[src/include/rps_pkg.sv]
// Constants, types and register map of the receiver power sequencer
package rps_pkg;
  localparam int CLK_HZ         = 25_000_000;
  localparam int TICK_US        = 1000;
  localparam int TICK_CYCLES    = CLK_HZ / 1_000_000 * TICK_US;
  localparam int WARM_WINDOW_MS = 160;
  localparam int NUM_SET        = 14;
  localparam int DUR_W          = 16;
  localparam int LINES_W        = 8;
  localparam int ADDR_W         = 8;

  localparam logic [3:0] IDX_OFF     = 4'h0;
  localparam logic [3:0] IDX_WARM1   = 4'h1;
  localparam logic [3:0] IDX_WARM6   = 4'h6;
  localparam logic [3:0] IDX_SYNC_LO = 4'h7;
  localparam logic [3:0] IDX_SYNC_HI = 4'h8;
  localparam logic [3:0] IDX_DATA_LO = 4'h9;
  localparam logic [3:0] IDX_DATA_HI = 4'hA;
  localparam logic [3:0] IDX_SHUT1   = 4'hB;
  localparam logic [3:0] IDX_SHUT3   = 4'hD;

  localparam logic [ADDR_W-1:0] ADDR_CTRL     = 8'h00;
  localparam logic [ADDR_W-1:0] ADDR_STAT     = 8'h04;
  localparam logic [ADDR_W-1:0] ADDR_SET_BASE = 8'h40;
  localparam logic [ADDR_W-1:0] ADDR_SET_LAST = 8'h74;

  localparam int CTL_ON         = 0;
  localparam int CTL_DRIVE      = 1;
  localparam int CTL_NOISE      = 2;
  localparam int CTL_AWORD      = 3;
  localparam int CTL_AUTO       = 4;
  localparam int CTL_AUTO_HI    = 5;
  localparam int CTL_SYNC_FOUND = 6;
  localparam int CTL_FRAME_HI   = 7;
  localparam int CTL_SLEEP      = 8;

  localparam int STB_STATE = 0;
  localparam int STB_IDX   = 4;
  localparam int STB_DRIVE = 8;
  localparam int STB_SYMV  = 9;
  localparam int STB_LB    = 10;
  localparam int STB_LBU   = 11;
  localparam int STB_SYMLO = 12;
  localparam int STB_SYMHI = 13;
  localparam int STB_PEND  = 14;

  localparam logic [1:0] RESP_OKAY   = 2'h0;
  localparam logic [1:0] RESP_SLVERR = 2'h2;

  typedef enum logic [2:0] {
    RPS_IDLE = 3'h0,
    RPS_WOFF = 3'h1,
    RPS_WARM = 3'h3,
    RPS_SYNC = 3'h2,
    RPS_DATA = 3'h6,
    RPS_SHUT = 3'h7
  } rps_state_type;

  typedef struct packed {
    logic               poll;
    logic               en;
    logic [DUR_W-1:0]   dur;
    logic [LINES_W-1:0] lines;
  } rps_setting_type;

  localparam int SET_W = $bits(rps_setting_type);
endpackage

[src/core/rps_sequencer.sv]
// Receiver power sequencer with AXI4-Lite register access
//
// Overview of operation
// - Control lines float after reset until drive bit or decoder enable.
// - After first decoder enable, lines stay driven until reset.
// - Warm-up: leading off interval (automatic only) then up to six enabled settings.
// - Automatic warm-up starts 160 ms before symbols are needed.
// - Automatic warm-up holds off setting for warm-up off time first.
// - Warm-up settings applied in order; stop at first disabled one.
// - After automatic warm-up, low or high sync per decoding state.
// - Automatic warm-up exceeding 160 ms window starts shut-down.
// - Decoder enable, noise detect or A-word search start host warm-up.
// - Host warm-up: warm settings, then high sync, or low for A-word.
// - After host warm-up, symbols invalid until high sync time expires.
// - Shut-down steps through up to three enabled settings, then off.
// - First shut-down setting disabled: go straight to off.
// - Clearing decoder enable while on or warming runs shut-down.
// - Enable during shut-down waits for shut-down to finish.
// - Sync and data settings: both symbol inputs are decoded.
// - Low sync setting for 1600 sps, high sync for 3200 sps search.
// - Sync word found: data setting matching frame rate.
// - Polled settings sample low-battery input just before leaving.
// - Differing successive low-battery samples send a status report.
// - Eight control lines carry the setting in effect.
// - Change flag set on differing samples, cleared on host read.
`timescale 1ns/1ns
module rps_sequencer
  import rps_pkg::*;
#(
  parameter int TICK_CYCLES_P = TICK_CYCLES
) (
  input  wire logic                clock_i,
  input  wire logic                resetn_i,
  input  wire logic [ADDR_W-1:0]   s_axi_awaddr_i,
  input  wire logic                s_axi_awvalid_i,
  output logic                     s_axi_awready_o,
  input  wire logic [31:0]         s_axi_wdata_i,
  input  wire logic [3:0]          s_axi_wstrb_i,
  input  wire logic                s_axi_wvalid_i,
  output logic                     s_axi_wready_o,
  output logic [1:0]               s_axi_bresp_o,
  output logic                     s_axi_bvalid_o,
  input  wire logic                s_axi_bready_i,
  input  wire logic [ADDR_W-1:0]   s_axi_araddr_i,
  input  wire logic                s_axi_arvalid_i,
  output logic                     s_axi_arready_o,
  output logic [31:0]              s_axi_rdata_o,
  output logic [1:0]               s_axi_rresp_o,
  output logic                     s_axi_rvalid_o,
  input  wire logic                s_axi_rready_i,
  input  wire logic                symbol_input_lo_i,
  input  wire logic                symbol_input_hi_i,
  input  wire logic                low_battery_input_i,
  output logic [LINES_W-1:0]       receiver_control_lines_o,
  output logic                     receiver_control_lines_oe_o,
  output logic                     symbols_valid_o,
  output logic                     status_report_o
);

  function automatic logic is_set(input logic [ADDR_W-1:0] a);
    return a >= ADDR_SET_BASE && a <= ADDR_SET_LAST && a[1:0] == 2'h0;
  endfunction

  function automatic logic [3:0] set_index(input logic [ADDR_W-1:0] a);
    logic [ADDR_W-1:0] d;
    d = a - ADDR_SET_BASE;
    return d[5:2];
  endfunction

  function automatic logic [31:0] merge(input logic [31:0] o, input logic [31:0] n,
                                        input logic [3:0] s);
    logic [31:0] r;
    r = o;
    for (int b = 0; b < 4; b++) begin
      if (s[b]) r[b*8 +: 8] = n[b*8 +: 8];
    end
    return r;
  endfunction

  // Step k+1 if k is below last and step k+1 is enabled, else the fallback setting
  function automatic logic [3:0] next_step(input logic [3:0] k, input logic [3:0] last,
                                           input logic [NUM_SET-1:0] en,
                                           input logic [3:0] fb);
    logic [3:0] n;
    n = k + 4'h1;
    return (k < last && en[n]) ? n : fb;
  endfunction

  rps_setting_type      set_r [NUM_SET];
  logic [NUM_SET-1:0]   en_vec;
  rps_state_type        state_r, state_nxt;
  logic [3:0]           idx_r, idx_nxt;
  logic [DUR_W-1:0]     dur_cnt_r, sv_cnt_r;
  logic [7:0]           win_cnt_r;
  logic [31:0]          div_cnt_r;
  logic                 tick_r, step_end, leaving;
  logic                 on_r, drive_bit_r, auto_hi_r, frame_hi_r, on_seen_r;
  logic                 noise_p_r, aword_p_r, auto_p_r, sync_p_r, sleep_p_r;
  logic                 on_rise, on_fall, host_req_r, req_hi_r, sync_hi_r;
  logic                 host_warm_r, win_act_r, sv_wait_r;
  logic                 lb_level_r, lb_seen_r, lbu_r, sym_lo_r, sym_hi_r;
  logic                 aw_held_r, w_held_r, do_write, stat_read;
  logic [ADDR_W-1:0]    aw_addr_r;
  logic [31:0]          w_data_r, wr_word, rd_word;
  logic [3:0]           w_strb_r;
  logic [3:0]           shut_first, host_first, sync_idx;

  always_comb begin
    for (int i = 0; i < NUM_SET; i++) begin
      en_vec[i] = set_r[i].en;
    end
  end

  // Millisecond enable; a parameter so simulation can shorten it
  always_ff @(posedge clock_i or negedge resetn_i) begin
    if (!resetn_i) begin
      div_cnt_r <= 32'h0;
      tick_r    <= 1'b0;
    end else if (div_cnt_r == 32'(TICK_CYCLES_P - 1)) begin
      div_cnt_r <= 32'h0;
      tick_r    <= 1'b1;
    end else begin
      div_cnt_r <= div_cnt_r + 32'h1;
      tick_r    <= 1'b0;
    end
  end

  // ---------------- AXI4-Lite slave ----------------
  assign do_write  = aw_held_r && w_held_r && !s_axi_bvalid_o;
  assign stat_read = s_axi_arvalid_i && s_axi_arready_o && s_axi_araddr_i == ADDR_STAT;

  always_ff @(posedge clock_i or negedge resetn_i) begin
    if (!resetn_i) begin
      aw_held_r       <= 1'b0;
      w_held_r        <= 1'b0;
      aw_addr_r       <= 8'h00;
      w_data_r        <= 32'h0;
      w_strb_r        <= 4'h0;
      s_axi_awready_o <= 1'b1;
      s_axi_wready_o  <= 1'b1;
      s_axi_bvalid_o  <= 1'b0;
      s_axi_bresp_o   <= RESP_OKAY;
    end else begin
      if (s_axi_awvalid_i && s_axi_awready_o) begin
        aw_held_r       <= 1'b1;
        aw_addr_r       <= s_axi_awaddr_i;
        s_axi_awready_o <= 1'b0;
      end
      if (s_axi_wvalid_i && s_axi_wready_o) begin
        w_held_r       <= 1'b1;
        w_data_r       <= s_axi_wdata_i;
        w_strb_r       <= s_axi_wstrb_i;
        s_axi_wready_o <= 1'b0;
      end
      if (do_write) begin
        aw_held_r      <= 1'b0;
        w_held_r       <= 1'b0;
        s_axi_bvalid_o <= 1'b1;
        s_axi_bresp_o  <= (is_set(aw_addr_r) || aw_addr_r == ADDR_CTRL ||
                           aw_addr_r == ADDR_STAT) ? RESP_OKAY : RESP_SLVERR;
      end
      if (s_axi_bvalid_o && s_axi_bready_i) begin
        s_axi_bvalid_o  <= 1'b0;
        s_axi_awready_o <= 1'b1;
        s_axi_wready_o  <= 1'b1;
      end
    end
  end

  always_comb begin
    rd_word = 32'h0;
    if (s_axi_araddr_i == ADDR_CTRL) begin
      rd_word[CTL_ON]       = on_r;
      rd_word[CTL_DRIVE]    = drive_bit_r;
      rd_word[CTL_AUTO_HI]  = auto_hi_r;
      rd_word[CTL_FRAME_HI] = frame_hi_r;
    end else if (s_axi_araddr_i == ADDR_STAT) begin
      rd_word[STB_STATE +: 3] = state_r;
      rd_word[STB_IDX +: 4]   = idx_r;
      rd_word[STB_DRIVE]      = receiver_control_lines_oe_o;
      rd_word[STB_SYMV]       = symbols_valid_o;
      rd_word[STB_LB]         = lb_level_r;
      rd_word[STB_LBU]        = lbu_r;
      rd_word[STB_SYMLO]      = sym_lo_r;
      rd_word[STB_SYMHI]      = sym_hi_r;
      rd_word[STB_PEND]       = host_req_r;
    end else if (is_set(s_axi_araddr_i)) begin
      rd_word[SET_W-1:0] = set_r[set_index(s_axi_araddr_i)];
    end
  end

  always_ff @(posedge clock_i or negedge resetn_i) begin
    if (!resetn_i) begin
      s_axi_arready_o <= 1'b1;
      s_axi_rvalid_o  <= 1'b0;
      s_axi_rdata_o   <= 32'h0;
      s_axi_rresp_o   <= RESP_OKAY;
    end else if (s_axi_arvalid_i && s_axi_arready_o) begin
      s_axi_arready_o <= 1'b0;
      s_axi_rvalid_o  <= 1'b1;
      s_axi_rdata_o   <= rd_word;
      s_axi_rresp_o   <= (is_set(s_axi_araddr_i) || s_axi_araddr_i == ADDR_CTRL ||
                          s_axi_araddr_i == ADDR_STAT) ? RESP_OKAY : RESP_SLVERR;
    end else if (s_axi_rvalid_o && s_axi_rready_i) begin
      s_axi_rvalid_o  <= 1'b0;
      s_axi_arready_o <= 1'b1;
    end
  end

  // ---------------- Configuration ----------------
  assign wr_word = merge({{(32 - SET_W){1'b0}}, set_r[set_index(aw_addr_r)]},
                         w_data_r, w_strb_r);

  always_ff @(posedge clock_i or negedge resetn_i) begin
    if (!resetn_i) begin
      for (int i = 0; i < NUM_SET; i++) begin
        set_r[i] <= '0;
      end
    end else if (do_write && is_set(aw_addr_r)) begin
      set_r[set_index(aw_addr_r)] <= rps_setting_type'(wr_word[SET_W-1:0]);
    end
  end

  // Request bits are one-cycle pulses; they never read back
  always_ff @(posedge clock_i or negedge resetn_i) begin
    if (!resetn_i) begin
      on_r        <= 1'b0;
      drive_bit_r <= 1'b0;
      auto_hi_r   <= 1'b0;
      frame_hi_r  <= 1'b0;
      noise_p_r   <= 1'b0;
      aword_p_r   <= 1'b0;
      auto_p_r    <= 1'b0;
      sync_p_r    <= 1'b0;
      sleep_p_r   <= 1'b0;
    end else begin
      noise_p_r <= 1'b0;
      aword_p_r <= 1'b0;
      auto_p_r  <= 1'b0;
      sync_p_r  <= 1'b0;
      sleep_p_r <= 1'b0;
      if (do_write && aw_addr_r == ADDR_CTRL && w_strb_r[0]) begin
        on_r        <= w_data_r[CTL_ON];
        drive_bit_r <= w_data_r[CTL_DRIVE];
        auto_hi_r   <= w_data_r[CTL_AUTO_HI];
        frame_hi_r  <= w_data_r[CTL_FRAME_HI];
        noise_p_r   <= w_data_r[CTL_NOISE];
        aword_p_r   <= w_data_r[CTL_AWORD];
        auto_p_r    <= w_data_r[CTL_AUTO];
        sync_p_r    <= w_data_r[CTL_SYNC_FOUND];
      end
      if (do_write && aw_addr_r == ADDR_CTRL && w_strb_r[1]) begin
        sleep_p_r <= w_data_r[CTL_SLEEP];
      end
    end
  end

  // ---------------- Sequencer ----------------
  logic on_d_r;
  always_ff @(posedge clock_i or negedge resetn_i) begin
    if (!resetn_i) on_d_r <= 1'b0;
    else on_d_r <= on_r;
  end
  assign on_rise  = on_r && !on_d_r;
  assign on_fall  = !on_r && on_d_r;
  assign step_end = tick_r && dur_cnt_r == '0;

  assign sync_idx   = sync_hi_r ? IDX_SYNC_HI : IDX_SYNC_LO;
  assign shut_first = next_step(IDX_DATA_HI, IDX_SHUT3, en_vec, IDX_OFF);
  assign host_first = next_step(IDX_OFF, IDX_WARM6, en_vec,
                                req_hi_r ? IDX_SYNC_HI : IDX_SYNC_LO);

  // Host requests wait here while a shut-down completes
  always_ff @(posedge clock_i or negedge resetn_i) begin
    if (!resetn_i) begin
      host_req_r <= 1'b0;
      req_hi_r   <= 1'b0;
    end else if (on_rise || noise_p_r || aword_p_r) begin
      host_req_r <= state_r == RPS_IDLE || state_r == RPS_SHUT;
      req_hi_r   <= on_rise || noise_p_r;
    end else if (state_r == RPS_IDLE) begin
      host_req_r <= 1'b0;
    end
  end

  always_comb begin
    state_nxt = state_r;
    idx_nxt   = idx_r;
    case (state_r)
      RPS_IDLE: begin
        if (host_req_r) begin
          idx_nxt   = host_first;
          state_nxt = (host_first >= IDX_SYNC_LO) ? RPS_SYNC : RPS_WARM;
        end else if (auto_p_r && on_r) begin
          idx_nxt   = IDX_OFF;
          state_nxt = RPS_WOFF;
        end
      end
      RPS_WOFF, RPS_WARM: begin
        if (on_fall || (win_act_r && tick_r && win_cnt_r == 8'h00)) begin
          idx_nxt   = shut_first;
          state_nxt = (shut_first == IDX_OFF) ? RPS_IDLE : RPS_SHUT;
        end else if (step_end) begin
          idx_nxt   = next_step(idx_r, IDX_WARM6, en_vec, sync_idx);
          state_nxt = (idx_nxt == sync_idx) ? RPS_SYNC : RPS_WARM;
        end
      end
      RPS_SYNC, RPS_DATA: begin
        if (on_fall || sleep_p_r) begin
          idx_nxt   = shut_first;
          state_nxt = (shut_first == IDX_OFF) ? RPS_IDLE : RPS_SHUT;
        end else if (sync_p_r) begin
          idx_nxt   = frame_hi_r ? IDX_DATA_HI : IDX_DATA_LO;
          state_nxt = RPS_DATA;
        end
      end
      RPS_SHUT: begin
        if (step_end) begin
          idx_nxt   = next_step(idx_r, IDX_SHUT3, en_vec, IDX_OFF);
          state_nxt = (idx_nxt == IDX_OFF) ? RPS_IDLE : RPS_SHUT;
        end
      end
      default: begin
        idx_nxt   = IDX_OFF;
        state_nxt = RPS_IDLE;
      end
    endcase
  end

  assign leaving = idx_nxt != idx_r;

  always_ff @(posedge clock_i or negedge resetn_i) begin
    if (!resetn_i) begin
      state_r   <= RPS_IDLE;
      idx_r     <= IDX_OFF;
      dur_cnt_r <= '0;
    end else begin
      state_r <= state_nxt;
      idx_r   <= idx_nxt;
      if (leaving || (state_r == RPS_IDLE && state_nxt == RPS_WOFF)) begin
        dur_cnt_r <= set_r[idx_nxt].dur;
      end else if (tick_r && dur_cnt_r != '0) begin
        dur_cnt_r <= dur_cnt_r - 16'h1;
      end
    end
  end

  // 160 ms window from the start of an automatic warm-up
  always_ff @(posedge clock_i or negedge resetn_i) begin
    if (!resetn_i) begin
      win_act_r   <= 1'b0;
      win_cnt_r   <= 8'h00;
      sync_hi_r   <= 1'b0;
      host_warm_r <= 1'b0;
    end else if (state_r == RPS_IDLE && state_nxt == RPS_WOFF) begin
      win_act_r   <= 1'b1;
      win_cnt_r   <= 8'(WARM_WINDOW_MS - 1);
      sync_hi_r   <= auto_hi_r;
      host_warm_r <= 1'b0;
    end else if (state_r == RPS_IDLE && state_nxt != RPS_IDLE) begin
      win_act_r   <= 1'b0;
      sync_hi_r   <= req_hi_r;
      host_warm_r <= 1'b1;
    end else if (win_act_r && tick_r) begin
      win_act_r <= win_cnt_r != 8'h00 && (state_r == RPS_WOFF || state_r == RPS_WARM);
      win_cnt_r <= win_cnt_r - 8'h1;
    end
  end

  // Symbols valid after the high-rate sync warm-up time on host starts
  always_ff @(posedge clock_i or negedge resetn_i) begin
    if (!resetn_i) begin
      sv_wait_r       <= 1'b0;
      sv_cnt_r        <= '0;
      symbols_valid_o <= 1'b0;
      sym_lo_r        <= 1'b0;
      sym_hi_r        <= 1'b0;
    end else begin
      if (state_nxt == RPS_SYNC && state_r != RPS_SYNC && state_r != RPS_DATA) begin
        sv_wait_r <= host_warm_r || state_r == RPS_IDLE;
        sv_cnt_r  <= set_r[IDX_SYNC_HI].dur;
      end else if (sv_wait_r && tick_r) begin
        if (sv_cnt_r == '0) sv_wait_r <= 1'b0;
        else sv_cnt_r <= sv_cnt_r - 16'h1;
      end
      symbols_valid_o <= (state_r == RPS_SYNC || state_r == RPS_DATA) && !sv_wait_r;
      if (symbols_valid_o) begin
        sym_lo_r <= symbol_input_lo_i;
        sym_hi_r <= symbol_input_hi_i;
      end
    end
  end

  // ---------------- Control lines ----------------
  always_ff @(posedge clock_i or negedge resetn_i) begin
    if (!resetn_i) begin
      on_seen_r                   <= 1'b0;
      receiver_control_lines_oe_o <= 1'b0;
      receiver_control_lines_o    <= 8'h00;
    end else begin
      if (on_r) on_seen_r <= 1'b1;
      receiver_control_lines_oe_o <= drive_bit_r || on_r || on_seen_r;
      receiver_control_lines_o    <= set_r[idx_nxt].lines;
    end
  end

  // Low-battery poll; a new change wins over a clearing read
  always_ff @(posedge clock_i or negedge resetn_i) begin
    if (!resetn_i) begin
      lb_level_r      <= 1'b0;
      lb_seen_r       <= 1'b0;
      lbu_r           <= 1'b0;
      status_report_o <= 1'b0;
    end else begin
      status_report_o <= 1'b0;
      if (stat_read) lbu_r <= 1'b0;
      if (leaving && set_r[idx_r].poll) begin
        lb_level_r <= low_battery_input_i;
        lb_seen_r  <= 1'b1;
        if (lb_seen_r && lb_level_r != low_battery_input_i) begin
          lbu_r           <= 1'b1;
          status_report_o <= 1'b1;
        end
      end
    end
  end

endmodule

[config.mk]
export PLATFORM = sky130hd
export DESIGN_NAME = rps_sequencer
export DESIGN_NICKNAME = d
export VERILOG_FILES = /design/src/include/rps_pkg.sv /design/src/core/rps_sequencer.sv
export SDC_FILE = /design/constraint.sdc
export NUM_CORES = 2
export LEC_CHECK = 0
export ABC_AREA = 1
export BUFFER_PORTS_ARGS = -buffer_cell sky130_fd_sc_hd__buf_2
export CAP_MARGIN = 25
export CELL_PAD_IN_SITES_DETAIL_PLACEMENT = 1
export CELL_PAD_IN_SITES_GLOBAL_PLACEMENT = 2
export CORE_UTILIZATION = 37
export CTS_CLUSTER_SIZE = 10
export DETAILED_ROUTE_END_ITERATION = 16
export GPL_ROUTABILITY_DRIVEN = 0
export PLACE_DENSITY_LB_ADDON = 0.1
export SYNTH_ARGS = -nofsm -noshare
export SYNTH_HDL_FRONTEND = slang
export SYNTH_SLANG_ARGS = --single-unit
[constraint.sdc]
create_clock -name clock_i -period 4.1 [get_ports clock_i]
set_input_delay 0 -clock clock_i [delete_from_list [all_inputs] [get_ports clock_i]]
set_output_delay 0 -clock clock_i [all_outputs]
set_load 0.02 [all_outputs]
==> impl_metrics.tcl <==
set metrics [dict create \
    status "complete, but fails checks" \
    violations "hold timing" \
    clk_pin_slew_worst_paths_ns 0.06 \
    synthFlopType "dfrtp_1" \
    power_density_mw_per_mm2 722 \
    drc_errors 0 \
    cts_buffers 72 \
    max_freq_mhz 276 \
    track_usage 0.333 \
    worstSkewPairLatency_ns 0.63 \
    portBuffers 99 \
    synth_edf_count 0 \
    fp.dieH_um 296 \
    drt-total-wl_um 145000 \
    syn_to_final_growth_pct 15.1 \
    clockBufferDepth 3 \
    synthDominantCellAreaShare 0.428 \
    grt.overflow.total 0 \
    synth_cells 4325 \
    timing.final.crit_share 0.883 \
    pin_count 114 \
    yosys-top-cells-count "1054 x nand2_1, 614 x o21ai_0, 547 x dfrtp_1" \
    final.setup.tns_ns 0 \
    multiInputGateArea_sq_mm 0.0152 \
    yosysTopAreaCell "dfrtp_1" \
    yosysUniqueCellTypes 59 \
    relSlewSlack 0.262 \
    hold_violations 2 \
    grt_max_degree 114 \
    drt_pre_antenna_iters 6 \
    final_layout_size_suffix_gt1_frac 0.0992 \
    clockPowerShare 0.234 \
    period_minus_slack_ns 3.62 \
    h-tree-depth 3 \
    syn_area_sq_mm 0.0320 \
    crit_type "register to register" \
    die_x_um 296 \
    grt_pass1_wl_um 215000 \
    synth-async-reset-ratio 1.00 \
    grt_setup_unrepaired "no" \
    place_inst 5397 \
    ant_nets 0 \
    p_seq_frac 0.279 \
    num_vias 32200 \
    core-area_sq_mm 0.0854 \
    switchingPower_mw 12.9 \
    num_rows 107 \
    tightest_slew_ns 1.10 \
    seq_area_sq_mm 0.0138 \
    cp_max_fo 17 \
    cts-root-buf "clkbuf_16" \
    nets 4444 \
    final_util 0.431 \
    vdd_drop_max_mv 0.564 \
    power.internal_mw 13.7 \
    synth.area.top_cells "dfrtp_1 43%, nand2_1 12%, o21ai_0 9.6%" \
    wire_per_inst_um 26.1 \
    via_per_inst 5.78 \
    first_global_vias 32100 \
    start_util 0.374 \
    p_comb_frac 0.486 \
    cp.arrival_ns 4.17 \
    post_cts_buffers 0 \
    cts_tree "yes" \
    p_leak_nw 16.2 \
    end_kind "register" \
    yosysMostFrequentCell "nand2_1" \
    drt_iter0_drc 2628 \
    hold_path_class "input port to async pin" \
    yosysSeqAreaShare 0.431 \
    cp_data_required_time_ns 4.65 \
    cap_viol_max_count 0 \
    yosysWarnings 0 \
    fin_worst_skew_ns 0.0302 \
    switching_share 0.486 \
    finalNonFillerCells 5569 \
    fp.dieArea_sq_mm 0.0876 \
    n_fill_cell 10600 \
    startpoint_type "register" \
    synth.avg_cell_area_sq_um 7.39 \
    synth_seq_cells 550 \
    antenna_found_initial 3 \
    slew_viol_final 0 \
    dp_hpwl_um 92500 \
    cts.sinks 550 \
    setup_violations 0 \
    hold-worst-slack_ns -0.0166 \
]
==> final cells by class <==
cell class | instances | share of cell area
antenna | 1 | 0.0000680
clock buffer | 113 | 0.0598
clock inverter | 10 | 0.00156
inverter | 466 | 0.0477
multi-input combinational | 2998 | 0.413
sequential | 550 | 0.374
tap | 1144 | 0.0389
timing repair buffer | 287 | 0.0646
==> flip-flops by register name, indices dropped and copies added, names as in the netlist, 3 cells and up <==
name / flops
aw_addr_r: 8
div_cnt_r: 32
dur_cnt_r: 16
en_vec: 14
idx_r: 4
receiver_control_lines_o: 8
s_axi_rdata_o: 26
set_r: 350
state_r: 3
sv_cnt_r: 16
w_data_r: 26
w_strb_r: 4
win_cnt_r: 8
==> layer usage <==
layer,track usage,vias to the layer above,part of all wire
met3,0.0596,206,0.070
li1,-,14700,-
met5,0,-,0.00014
met1,0.458,16200,0.45
met2,0.540,1062,0.46
met4,0.0788,2,0.024
==> placed cells by master, fill, tap and decap left out, drive strengths merged, types with 11 or more instances in the layout <==
master | netlist | layout
nand2 | 1067 | 1067
o21ai | 713 | 713
dfrtp | 547 | 547
inv | 460 | 458
nand3 | 331 | 331
buf | 104 | 239
nor2 | 181 | 181
a21oi | 167 | 167
clkbuf | 214 | 113
o221ai | 80 | 80
o22ai | 78 | 78
o211ai | 57 | 57
dlygate4sd3 | 0 | 48
a22oi | 40 | 40
nor3 | 36 | 36
a221oi | 31 | 31
nand3b | 28 | 28
o2111ai | 28 | 28
nand4 | 23 | 23
xor2 | 23 | 23
clkinv | 6 | 18
xnor2 | 17 | 17
nor4 | 14 | 14
a32o | 12 | 12
o31ai | 11 | 11
==> power by group through the flow <==
stage / Combinational [mW] / Sequential (mW) / Clock (mW)
floorplan: 7.72 / 7.16 / 0
global placement: 12.5 / 7.47 / 0
detailed placement: 12.7 / 7.48 / 0
CTS: 12.8 / 7.40 / 6.34
global route: 14.0 / 7.53 / 6.50
finish: 12.9 / 7.43 / 6.23
==> logic make-up (layout without fill, tap and decap cells) <==
group | after synthesis | after routing | synth area share
compound gates | 1251 | 1251 | 0.230
xor+xnor | 40 | 40 | 0.0110
fa+ha+maj | 7 | 7 | 0.00274
buf+inv | 784 | 876 | 0.0987
flops | 550 | 550 | 0.431
other cells | 1 | 9 | 0.000117
simple gates | 1692 | 1692 | 0.227
==> final timing paths <==
path | from | end | slack, ns | cells after the start
max | idx_r[0]$_DFF_PN0_ | dur_cnt_r[0]$_DFFE_PN0P_ | 0.48 | 21
min | resetn_i | s_axi_rvalid_o$_DFFE_PN0P_ | -0.02 | 2
max reg2reg | idx_r[0]$_DFF_PN0_ | dur_cnt_r[0]$_DFFE_PN0P_ | 0.48 | 21
min reg2reg | lb_seen_r$_DFFE_PN0P_ | lb_seen_r$_DFFE_PN0P_ | 0.45 | 2
max in group asynchronous | resetn_i | set_r[132]$_DFFE_PN0P_ | 2.90 | 3
min in group clock_i | s_axi_wdata_i[18] | w_data_r[18]$_DFFE_PN0P_ | 0.10 | 4
==> repair_timing <==
item | CTS | global route
hold buffers | 48 | 0
gates resized for setup | 0 | 0
endpoints found under the hold margin | 174 | 0
endpoints found under the setup margin | 0 | 0
==> critical path, stage by stage, from the launching register on <==
cell and delay (ns):
dfrtp_1 0.39, inv_2 0.05, ha_1 0.38, inv_1 0.21
nand3_1 0.11, nand3_1 0.09, nand3_2 0.10, nand2_4 0.11
nand2_2 0.07, o21ai_0 0.16, nand2_1 0.07, nand2_1 0.10
nand2_1 0.10, nand2_4 0.15, nand2_1 0.17, inv_2 0.57
o211ai_1 0.17, nand2_1 0.10, nand2_1 0.05, nand2_1 0.09
nand2_1 0.17, nand2_1 0.12
==> per-stage QoR <==
step | power (mW) | worst slack, ns | instance area (sq um)
floorplan | 14.9 | 1.21 | 32000
global placement | 20.0 | 0.598 | 34100
detailed placement | 20.1 | 0.559 | 34100
CTS | 26.5 | 0.532 | 36800
global route | 28.0 | 0.216 | 36800
finish | 26.6 | 0.482 | 36800
Power figures use the tool's default switching activity.
